<file path="src/hdl/tpc_defines.svh">
`ifndef TPC_DEFINES_SVH
`define TPC_DEFINES_SVH

// Register indexes on the plain register port
`define TPC_ADDR_MODE 3'h0
`define TPC_ADDR_TRIG 3'h1
`define TPC_ADDR_ENST 3'h2
`define TPC_ADDR_CNT 3'h3
`define TPC_ADDR_CAPT 3'h4
`define TPC_ADDR_STAT 3'h5
`define TPC_ADDR_PWR 3'h6

// Channel mode config field positions
`define TPC_CKS_HI 15
`define TPC_CKS_LO 14
`define TPC_CCS_BIT 12
`define TPC_MS_BIT 11
`define TPC_STS_HI 10
`define TPC_STS_LO 8
`define TPC_CIS_HI 7
`define TPC_CIS_LO 6
`define TPC_MD_HI 3
`define TPC_MD_LO 1
`define TPC_MD0_BIT 0

// Trigger register bits, status bit
`define TPC_TRIG_START 0
`define TPC_TRIG_STOP 1
`define TPC_OVF_BIT 0

// Field codes
`define TPC_MODE_CAPTURE 3'h2
`define TPC_MODE_ONECOUNT 3'h6
`define TPC_STS_INTERVAL 3'h1
`define TPC_STS_WIDTH 3'h2
`define TPC_CIS_FALL 2'h0
`define TPC_CIS_RISE 2'h1
`define TPC_CIS_BOTH 2'h2
`define TPC_CIS_HIGHW 2'h3

// Reset values and counter limits
`define TPC_MODE_RESET 16'h0000
`define TPC_CNT_ZERO 16'h0000
`define TPC_CNT_FULL 16'hFFFF
`define TPC_CNT_ONE 16'h0001

`endif

</file>
<file path="src/hdl/tpc_pkg.sv">
package tpc_pkg;

    // Channel sequencing states
    typedef enum logic [1:0] {
        TPC_IDLE = 2'b00,
        TPC_WAIT_EDGE = 2'b01,
        TPC_COUNTING = 2'b10,
        TPC_ARMED = 2'b11
    } tpc_state_e;

    typedef logic [15:0] tpc_word_t;

endpackage

</file>
<file path="src/hdl/tpc_channel.sv">
`timescale 1ns/1ps
`include "tpc_defines.svh"

module tpc_channel #(
    parameter int CHANNEL_IDX = 1
) (
    // Clock and reset
    input wire logic CLK_SYS_IN,
    input wire logic RST_IN,
    // Register port
    input wire logic [2:0] ADDR_IN,
    input wire logic [15:0] WDATA_IN,
    input wire logic WR_IN,
    input wire logic RD_IN,
    output logic [15:0] RDATA_OUT,
    // Prescaled clock ticks, one cycle each
    input wire logic [3:0] PRESCALE_TICK_IN,
    // External pulse input
    input wire logic CAPTURE_PIN_IN,
    // Channel outputs
    output logic CHANNEL_INTERRUPT_OUT,
    output logic CHANNEL_ENABLE_STATUS_OUT
);

    // ------------------------------------------------------------
    // Declarations
    // ------------------------------------------------------------
    tpc_pkg::tpc_word_t mode_reg;
    tpc_pkg::tpc_word_t cnt_reg;
    tpc_pkg::tpc_word_t capt_reg;
    tpc_pkg::tpc_state_e state_reg;
    logic power_reg;
    logic enable_reg;
    logic ovf_reg;
    logic ovf_pend_reg;
    logic irq_reg;
    logic pin_meta_reg;
    logic pin_sync_reg;
    logic pin_prev_reg;
    logic [15:0] rdata_reg;
    logic op_tick;
    logic cnt_tick;
    logic rise;
    logic fall;
    logic wr_mode;
    logic wr_trig;
    logic start_wr;
    logic stop_wr;
    logic start_take;
    logic is_interval;
    logic is_width;
    logic [1:0] cis;
    logic ivl_edge;
    logic w_start_edge;
    logic w_capt_edge;
    logic cnt_wrap;

    // Edge match for a select code; 11 means both edges only in width mode
    function automatic logic edge_match(input logic [1:0] sel, input logic r,
                                        input logic f, input logic width);
        logic m;
        m = 1'b0;
        case (sel)
            `TPC_CIS_FALL: m = f;
            `TPC_CIS_RISE: m = r;
            `TPC_CIS_BOTH: m = r | f;
            default: m = width & (r | f);
        endcase
        return m;
    endfunction

    // ------------------------------------------------------------
    // Decode
    // ------------------------------------------------------------
    // Mode and trigger writes are refused while the unit is powered off
    assign wr_mode = WR_IN & power_reg & (ADDR_IN == `TPC_ADDR_MODE);
    assign wr_trig = WR_IN & power_reg & (ADDR_IN == `TPC_ADDR_TRIG);
    // Trigger bits act once and are never stored, so they read back as zero
    assign start_wr = wr_trig & WDATA_IN[`TPC_TRIG_START];
    assign stop_wr = wr_trig & WDATA_IN[`TPC_TRIG_STOP];
    // A start the sequencer refuses must not mask a capture or an overflow
    assign start_take = start_wr & (is_interval | (is_width & ~enable_reg));
    assign cis = mode_reg[`TPC_CIS_HI:`TPC_CIS_LO];

    // Mode selection from mode code and trigger select
    assign is_interval = (mode_reg[`TPC_MD_HI:`TPC_MD_LO] == `TPC_MODE_CAPTURE) &&
                         (mode_reg[`TPC_STS_HI:`TPC_STS_LO] == `TPC_STS_INTERVAL);
    assign is_width = (mode_reg[`TPC_MD_HI:`TPC_MD_LO] == `TPC_MODE_ONECOUNT) &&
                      (mode_reg[`TPC_STS_HI:`TPC_STS_LO] == `TPC_STS_WIDTH);

    // Operation clock pick; clocks 2 and 3 exist only on channels 1 and 3
    always_comb begin
        case (mode_reg[`TPC_CKS_HI:`TPC_CKS_LO])
            2'h0: op_tick = PRESCALE_TICK_IN[0];
            2'h2: op_tick = PRESCALE_TICK_IN[1];
            2'h1: op_tick = PRESCALE_TICK_IN[2] & (CHANNEL_IDX == 1 || CHANNEL_IDX == 3);
            default: op_tick = PRESCALE_TICK_IN[3] & (CHANNEL_IDX == 1 || CHANNEL_IDX == 3);
        endcase
    end

    // Only the operation clock is a legal count source; setting the chain bit
    // stops the count because this channel always runs on its own
    assign cnt_tick = op_tick & ~mode_reg[`TPC_CCS_BIT] & power_reg;

    // Edges seen only at operation clock ticks, costing up to one tick of error
    assign rise = op_tick & pin_sync_reg & ~pin_prev_reg;
    assign fall = op_tick & ~pin_sync_reg & pin_prev_reg;
    assign ivl_edge = edge_match(cis, rise, fall, 1'b0);
    // High width starts on rise, low width on fall; capture on the other edge
    assign w_start_edge = cis[0] ? rise : fall;
    assign w_capt_edge = cis[0] ? fall : rise;
    assign cnt_wrap = (cnt_reg == `TPC_CNT_FULL);

    // ------------------------------------------------------------
    // Input pin synchroniser and sampler
    // ------------------------------------------------------------
    // Two flops before any edge logic; pin is not assumed quiet
    always_ff @(posedge CLK_SYS_IN or posedge RST_IN) begin
        if (RST_IN) begin
            pin_meta_reg <= 1'b0;
            pin_sync_reg <= 1'b0;
        end else begin
            pin_meta_reg <= CAPTURE_PIN_IN;
            pin_sync_reg <= pin_meta_reg;
        end
    end

    // Previous level, updated on the operation clock; it follows the pin while
    // powered off, so power-on never shows a false edge
    always_ff @(posedge CLK_SYS_IN or posedge RST_IN) begin
        if (RST_IN) begin
            pin_prev_reg <= 1'b0;
        end else if (!power_reg) begin
            pin_prev_reg <= pin_sync_reg;
        end else if (op_tick) begin
            pin_prev_reg <= pin_sync_reg;
        end
    end

    // ------------------------------------------------------------
    // Power and mode registers
    // ------------------------------------------------------------
    always_ff @(posedge CLK_SYS_IN or posedge RST_IN) begin
        if (RST_IN) begin
            power_reg <= 1'b0;
        end else if (WR_IN && ADDR_IN == `TPC_ADDR_PWR) begin
            power_reg <= WDATA_IN[0];
        end
    end

    // Software may keep rewriting edge select while running
    always_ff @(posedge CLK_SYS_IN or posedge RST_IN) begin
        if (RST_IN) begin
            mode_reg <= `TPC_MODE_RESET;
        end else if (!power_reg) begin
            mode_reg <= `TPC_MODE_RESET;
        end else if (wr_mode) begin
            mode_reg <= WDATA_IN;
        end
    end

    // ------------------------------------------------------------
    // Channel sequencer, enable and counter
    // ------------------------------------------------------------
    always_ff @(posedge CLK_SYS_IN or posedge RST_IN) begin
        if (RST_IN) begin
            state_reg <= tpc_pkg::TPC_IDLE;
            enable_reg <= 1'b0;
            cnt_reg <= `TPC_CNT_ZERO;
        end else if (!power_reg) begin
            state_reg <= tpc_pkg::TPC_IDLE;
            enable_reg <= 1'b0;
            cnt_reg <= `TPC_CNT_ZERO;
        end else if (stop_wr) begin
            // Counter keeps its value so software can read where it stopped
            state_reg <= tpc_pkg::TPC_IDLE;
            enable_reg <= 1'b0;
        end else if (start_wr && is_interval) begin
            state_reg <= tpc_pkg::TPC_ARMED;
            enable_reg <= 1'b1;
        end else if (start_wr && is_width && !enable_reg) begin
            state_reg <= tpc_pkg::TPC_WAIT_EDGE;
            enable_reg <= 1'b1;
        end else if (cnt_tick) begin
            // A width start while enabled falls through here untouched
            case (state_reg)
                tpc_pkg::TPC_ARMED: begin
                    cnt_reg <= `TPC_CNT_ZERO;
                    state_reg <= tpc_pkg::TPC_COUNTING;
                end
                tpc_pkg::TPC_WAIT_EDGE: begin
                    if (w_start_edge) begin
                        cnt_reg <= `TPC_CNT_ZERO;
                        state_reg <= tpc_pkg::TPC_COUNTING;
                    end
                end
                tpc_pkg::TPC_COUNTING: begin
                    if (is_interval && ivl_edge) begin
                        cnt_reg <= `TPC_CNT_ZERO;
                    end else if (is_width && w_capt_edge) begin
                        cnt_reg <= cnt_reg + `TPC_CNT_ONE;
                        state_reg <= tpc_pkg::TPC_WAIT_EDGE;
                    end else begin
                        cnt_reg <= cnt_reg + `TPC_CNT_ONE;
                    end
                end
                default: begin
                    state_reg <= state_reg;
                end
            endcase
        end
    end

    // ------------------------------------------------------------
    // Capture data and overflow
    // ------------------------------------------------------------
    // A capture event happens only in counting state on a count tick
    logic capt_evt;
    logic start_evt;
    assign capt_evt = power_reg & ~stop_wr & ~start_take & cnt_tick &
                      (state_reg == tpc_pkg::TPC_COUNTING) &
                      ((is_interval & ivl_edge) | (is_width & w_capt_edge));
    assign start_evt = power_reg & ~stop_wr & ~start_take & cnt_tick &
                       (state_reg == tpc_pkg::TPC_ARMED);

    always_ff @(posedge CLK_SYS_IN or posedge RST_IN) begin
        if (RST_IN) begin
            capt_reg <= `TPC_CNT_ZERO;
        end else if (!power_reg) begin
            capt_reg <= `TPC_CNT_ZERO;
        end else if (capt_evt) begin
            capt_reg <= cnt_reg;
        end
    end

    // Pending overflow is sticky within one period; more wraps add nothing
    always_ff @(posedge CLK_SYS_IN or posedge RST_IN) begin
        if (RST_IN) begin
            ovf_pend_reg <= 1'b0;
            ovf_reg <= 1'b0;
        end else if (!power_reg) begin
            ovf_pend_reg <= 1'b0;
            ovf_reg <= 1'b0;
        end else if (capt_evt) begin
            ovf_reg <= ovf_pend_reg | cnt_wrap;
            ovf_pend_reg <= 1'b0;
        end else if (start_evt || (cnt_tick && !stop_wr && !start_take &&
                     state_reg == tpc_pkg::TPC_WAIT_EDGE && w_start_edge)) begin
            ovf_pend_reg <= 1'b0;
        end else if (cnt_tick && !stop_wr && !start_take &&
                     state_reg == tpc_pkg::TPC_COUNTING && cnt_wrap) begin
            ovf_pend_reg <= 1'b1;
        end
    end

    // ------------------------------------------------------------
    // Interrupt and enable outputs
    // ------------------------------------------------------------
    // One-cycle pulse for each capture, or for each interval start when enabled
    always_ff @(posedge CLK_SYS_IN or posedge RST_IN) begin
        if (RST_IN) begin
            irq_reg <= 1'b0;
        end else begin
            irq_reg <= capt_evt | (start_evt & mode_reg[`TPC_MD0_BIT]);
        end
    end

    assign CHANNEL_INTERRUPT_OUT = irq_reg;
    assign CHANNEL_ENABLE_STATUS_OUT = enable_reg;

    // ------------------------------------------------------------
    // Read port
    // ------------------------------------------------------------
    // Reads only copy state, so polling never disturbs a measurement
    always_ff @(posedge CLK_SYS_IN or posedge RST_IN) begin
        if (RST_IN) begin
            rdata_reg <= 16'h0000;
        end else if (RD_IN) begin
            case (ADDR_IN)
                `TPC_ADDR_MODE: rdata_reg <= mode_reg;
                `TPC_ADDR_ENST: rdata_reg <= {15'h0000, enable_reg};
                `TPC_ADDR_CNT: rdata_reg <= cnt_reg;
                `TPC_ADDR_CAPT: rdata_reg <= capt_reg;
                `TPC_ADDR_STAT: rdata_reg <= {15'h0000, ovf_reg};
                `TPC_ADDR_PWR: rdata_reg <= {15'h0000, power_reg};
                default: rdata_reg <= 16'h0000;
            endcase
        end else begin
            rdata_reg <= 16'h0000;
        end
    end

    assign RDATA_OUT = rdata_reg;

    // ------------------------------------------------------------
    // Assertions
    // ------------------------------------------------------------
    AST_INTERVAL_START: assert property (@(posedge CLK_SYS_IN) disable iff (RST_IN)
        (start_wr && is_interval && !stop_wr) |=> enable_reg ##0
        (state_reg == tpc_pkg::TPC_ARMED))
        else $error("interval start did not arm the channel");

    AST_START_IRQ: assert property (@(posedge CLK_SYS_IN) disable iff (RST_IN)
        start_evt |=> (irq_reg == $past(mode_reg[`TPC_MD0_BIT])) && (cnt_reg == 16'h0000))
        else $error("start interrupt does not follow select bit");

    AST_IVL_CAPTURE: assert property (@(posedge CLK_SYS_IN) disable iff (RST_IN)
        (capt_evt && is_interval) |=> (capt_reg == $past(cnt_reg)) &&
        (cnt_reg == 16'h0000) && irq_reg)
        else $error("interval capture wrong");

    AST_OVF_UPDATE: assert property (@(posedge CLK_SYS_IN) disable iff (RST_IN)
        capt_evt |=> (ovf_reg == ($past(ovf_pend_reg) || $past(cnt_reg) == 16'hFFFF)))
        else $error("overflow flag not updated at capture");

    AST_STOP_HOLD: assert property (@(posedge CLK_SYS_IN) disable iff (RST_IN)
        (stop_wr && power_reg) |=> !enable_reg && $stable(cnt_reg) && $stable(ovf_reg))
        else $error("stop did not hold counter and flag");

    AST_POWER_OFF: assert property (@(posedge CLK_SYS_IN) disable iff (RST_IN)
        !power_reg |=> !enable_reg && (cnt_reg == 16'h0000) && !ovf_reg &&
        (capt_reg == 16'h0000))
        else $error("power off did not initialise channel");

    AST_WIDTH_START: assert property (@(posedge CLK_SYS_IN) disable iff (RST_IN)
        (start_wr && is_width && !enable_reg && !stop_wr) |=>
        enable_reg && (state_reg == tpc_pkg::TPC_WAIT_EDGE))
        else $error("width start did not wait for edge");

    AST_WIDTH_CAPTURE: assert property (@(posedge CLK_SYS_IN) disable iff (RST_IN)
        (capt_evt && is_width) |=> (cnt_reg == capt_reg + 16'h0001) && irq_reg &&
        (state_reg == tpc_pkg::TPC_WAIT_EDGE) ##1
        (cnt_reg == $past(cnt_reg) || $past(w_start_edge) || !$past(power_reg)))
        else $error("width capture did not halt at value plus one");

    AST_WIDTH_RESTART_IGNORED: assert property (@(posedge CLK_SYS_IN) disable iff (RST_IN)
        (start_wr && is_width && enable_reg && !stop_wr &&
        (state_reg == tpc_pkg::TPC_COUNTING) && !w_capt_edge) |=>
        (state_reg == tpc_pkg::TPC_COUNTING) &&
        (cnt_reg == $past(cnt_reg) + 16'($past(cnt_tick))))
        else $error("width start accepted while enabled");

    COV_IVL_CAPTURE: cover property (@(posedge CLK_SYS_IN) disable iff (RST_IN)
        capt_evt && is_interval);
    COV_WIDTH_CAPTURE: cover property (@(posedge CLK_SYS_IN) disable iff (RST_IN)
        capt_evt && is_width);
    COV_OVF_CAPTURE: cover property (@(posedge CLK_SYS_IN) disable iff (RST_IN)
        capt_evt && ovf_pend_reg);
    COV_STOP: cover property (@(posedge CLK_SYS_IN) disable iff (RST_IN)
        stop_wr && enable_reg);

endmodule

</file>
<file path="config.mk">
export PLATFORM = sky130hd
export DESIGN_NAME = tpc_channel
export DESIGN_NICKNAME = d
export VERILOG_FILES = /design/src/hdl/tpc_pkg.sv /design/src/hdl/tpc_channel.sv
export VERILOG_INCLUDE_DIRS = /design/src /design/src/hdl
export SDC_FILE = /design/constraint.sdc
export NUM_CORES = 1
export LEC_CHECK = 0
export ABC_AREA = 1
export BUFFER_PORTS_ARGS = -buffer_cell sky130_fd_sc_hd__buf_4
export CAP_MARGIN = 15
export CORE_ASPECT_RATIO = 2
export CORE_MARGIN = 8
export CORE_UTILIZATION = 30
export CTS_CLUSTER_SIZE = 25
export DETAILED_ROUTE_END_ITERATION = 6
export SETUP_SLACK_MARGIN = 0.4
export SYNTH_ARGS = -nofsm -noshare
export SYNTH_HDL_FRONTEND = slang
export SYNTH_SLANG_ARGS = --single-unit
</file>
<file path="constraint.sdc">
create_clock -name CLK_SYS_IN -period 4.7 [get_ports CLK_SYS_IN]
set_input_delay 0.94 -clock CLK_SYS_IN [delete_from_list [all_inputs] [get_ports CLK_SYS_IN]]
set_output_delay 0.94 -clock CLK_SYS_IN [all_outputs]
set_load 0.01 [all_outputs]
</file>
==> impl_metrics.tcl <==
set metrics [dict create \
    fp.dieH_um 182 \
    finalHoldViolCount 0 \
    io_buffers 45 \
    finalCritPeriodShare_pct 50.1 \
    min_period_ns 2.35 \
    setup_violations 0 \
    finalWorstSetupSlack_ns 2.35 \
    io_pins 46 \
    crit_path_cell_trace "buf_4, nor2_1, nand2_2, inv_1, nand2_1, nand2_1, o21ai_0" \
    cp-end-kind "register" \
    dieArea_sq_um 18100 \
    critPathKind "input port to register" \
    ys_types 36 \
    fmax_ghz 0.425 \
    synthTopCellsByCount "143 x nand2_1, 91 x nand3_1, 74 x dfrtp_1" \
    crit_top_cell "nand2_1" \
    maxSlewViolCount 0 \
    synth_top_flop_cell "dfrtp_1" \
    place_hpwl_mm 8.32 \
    grtUsageTotal_pct 12.7 \
    power.leakage_nw 2.51 \
    routed_wl_mm 11.2 \
    routedWlPerCell_um 15.1 \
    peakVddDrop_mv 0.170 \
    slowest_delay_ns 0.44 \
    synth_nets 577 \
    ys_ff_latch 74 \
    cts-buffers-inserted 9 \
    drtIter0Drc 244 \
    remaining_drc_errors 0 \
    die_w_um 99.1 \
    syn_inst 544 \
    grt_setup_unrepaired "false" \
    max_slew_margin_pct 49.5 \
    cts.reportedPaths.clkPinSlew_ns 0.06 \
    synth.area.top_cells "dfrtp_1 45%, nand2_1 13%, nand3_1 11%, inv_1 5.9%, nor2_1 3.9%" \
    hold_ws_ns 0.346 \
    h-tree-depth 3 \
    yosys_warnings 0 \
    seq_area_frac_synth_pct 44.7 \
    cts_buffer_depth 2 \
    first_global_vias 3525 \
    critPathLaunchType "input port" \
    drive_gt1_share_pct 15.7 \
    synth_top_cell_area_share_pct 44.7 \
    synthArstFlopShare_pct 100 \
    synth_edf_count 0 \
    finClkSkew_ns 0.00715 \
    status "complete, no violations" \
    avgSynthCellArea_sq_um 7.62 \
    root_buffer "clkbuf_16" \
    hold_path_class "register to register" \
    finalSetupTns_ns 0 \
    cp.arrival_ns 2.55 \
    dp_slack_ns 1.98 \
    yosysTopAreaCell "dfrtp_1" \
    p_per_area_nw_per_um2 315 \
    syn_to_final_growth_pct 16.9 \
    coreArea_sq_um 13700 \
    syn_area_sq_um 4150 \
    crit_slowest_cell "inv_1" \
    worst-slew-pin-transition_ns 0.756 \
    routed_via_density 4.93 \
    path_max_fanout 17 \
    first_pass_iters 5 \
    cts_hold_buf 0 \
    grt_max_degree 43 \
    r2r_setup_slack_ns 2.59 \
    post_cts_buffers 0 \
    layoutNonFillerInstCount 742 \
    ant_nets 0 \
    antenna_found_initial 0 \
    initial_core_util_pct 30.2 \
    gp_congestion 0.889 \
    dpl.cell_count 725 \
    synth_most_common_cell "nand2_1" \
    clock_latency_ns 0.34 \
    cts_tree "yes" \
    final_nets 613 \
    grt_pass1_wl_mm 18.3 \
    placementRows 61 \
    cap_violations 0 \
    vias 3658 \
    cts_sinks 74 \
    cp.required_ns 4.90 \
    diodes 0 \
    overflow 0 \
    cts_resized 0 \
    finish.utilization_pct 35.3 \
]
## area by class of cell
cell class,instances,area [sq um]
fill,1464,8890
multi-input combinational,375,1890
sequential,74,1850
timing repair buffer,48,358
inverter,72,273
clock buffer,10,229
tap,157,196
clock inverter,6,43.8
## critical path: cells and delay by family
kind	cells	cell delay, ns
AOI/OAI and AO/OA	1	0.15
buffers and inverters	2	0.57
and+or+nand+nor	4	0.89
## metrics by stage
stage,power [mW],area (sq um)
floorplan,0.849,4150
global placement,0.908,4570
detailed placement,0.907,4570
CTS,1.54,4840
global route,1.59,4850
finish,1.52,4850
## power by group
group | internal [mW] | switching (mW) | total (mW)
clock | 0.358 | 0.273 | 0.631
combinational | 0.0622 | 0.167 | 0.229
sequential | 0.651 | 0.0134 | 0.664
total | 1.07 | 0.453 | 1.52
## cells by family (layout without fill, tap and decap cells)
kind of cell	count (synthesis)	in the layout	synth area share, %
buffers and inverters	95	136	9.66
AND/OR/NAND/NOR	311	311	34.5
XOR/XNOR	15	15	3.17
AO/OA/AOI/OAI	44	44	6.55
flip-flops	74	74	44.7
adder cells (fa/ha/maj)	5	5	1.51
## layout by cell type (no fill, tap or decap), types with 2 or more instances in the layout
cell         n
nor3_1       4
xor2_1      13
dfrtp_1     74
inv_2        7
o22ai_1      2
clkinv_2     2
nand2_2      8
a21oi_1      3
inv_1       64
nand2_1    143
ha_1         5
nand4_1      7
nand3_2      3
nand2_4      4
clkinv_4     3
nor2_1      43
o221ai_1     3
buf_4       47
xnor2_1      2
clkbuf_16    9
nand3_1     91
a31oi_1      2
nor2_4       3
o211ai_1    12
o21ai_0     19
## path summary, 6_finish.rpt
path	start	endpoint	depth (start not counted)
worst max-delay path	ADDR_IN[1]	mode_reg[9]	7
worst min-delay path	pin_meta_reg	pin_sync_reg	0
worst max register to register	state_reg[0]	capt_reg[6]	7
worst min register to register	pin_meta_reg	pin_sync_reg	0
max in group asynchronous	RST_IN	mode_reg[4]	3
min in group asynchronous	RST_IN	cnt_reg[1]	2
## metal layers
metal | up-vias | global-route usage [%] | share of wire [%]
met5 | - | 0 | 0
met4 | 0 | 5.13 | 2.1
met3 | 18 | 2.48 | 4.7
met2 | 110 | 20.5 | 49
met1 | 1712 | 16.3 | 44
li1 | 1818 | - | -
(Power assumes the default switching activity.)
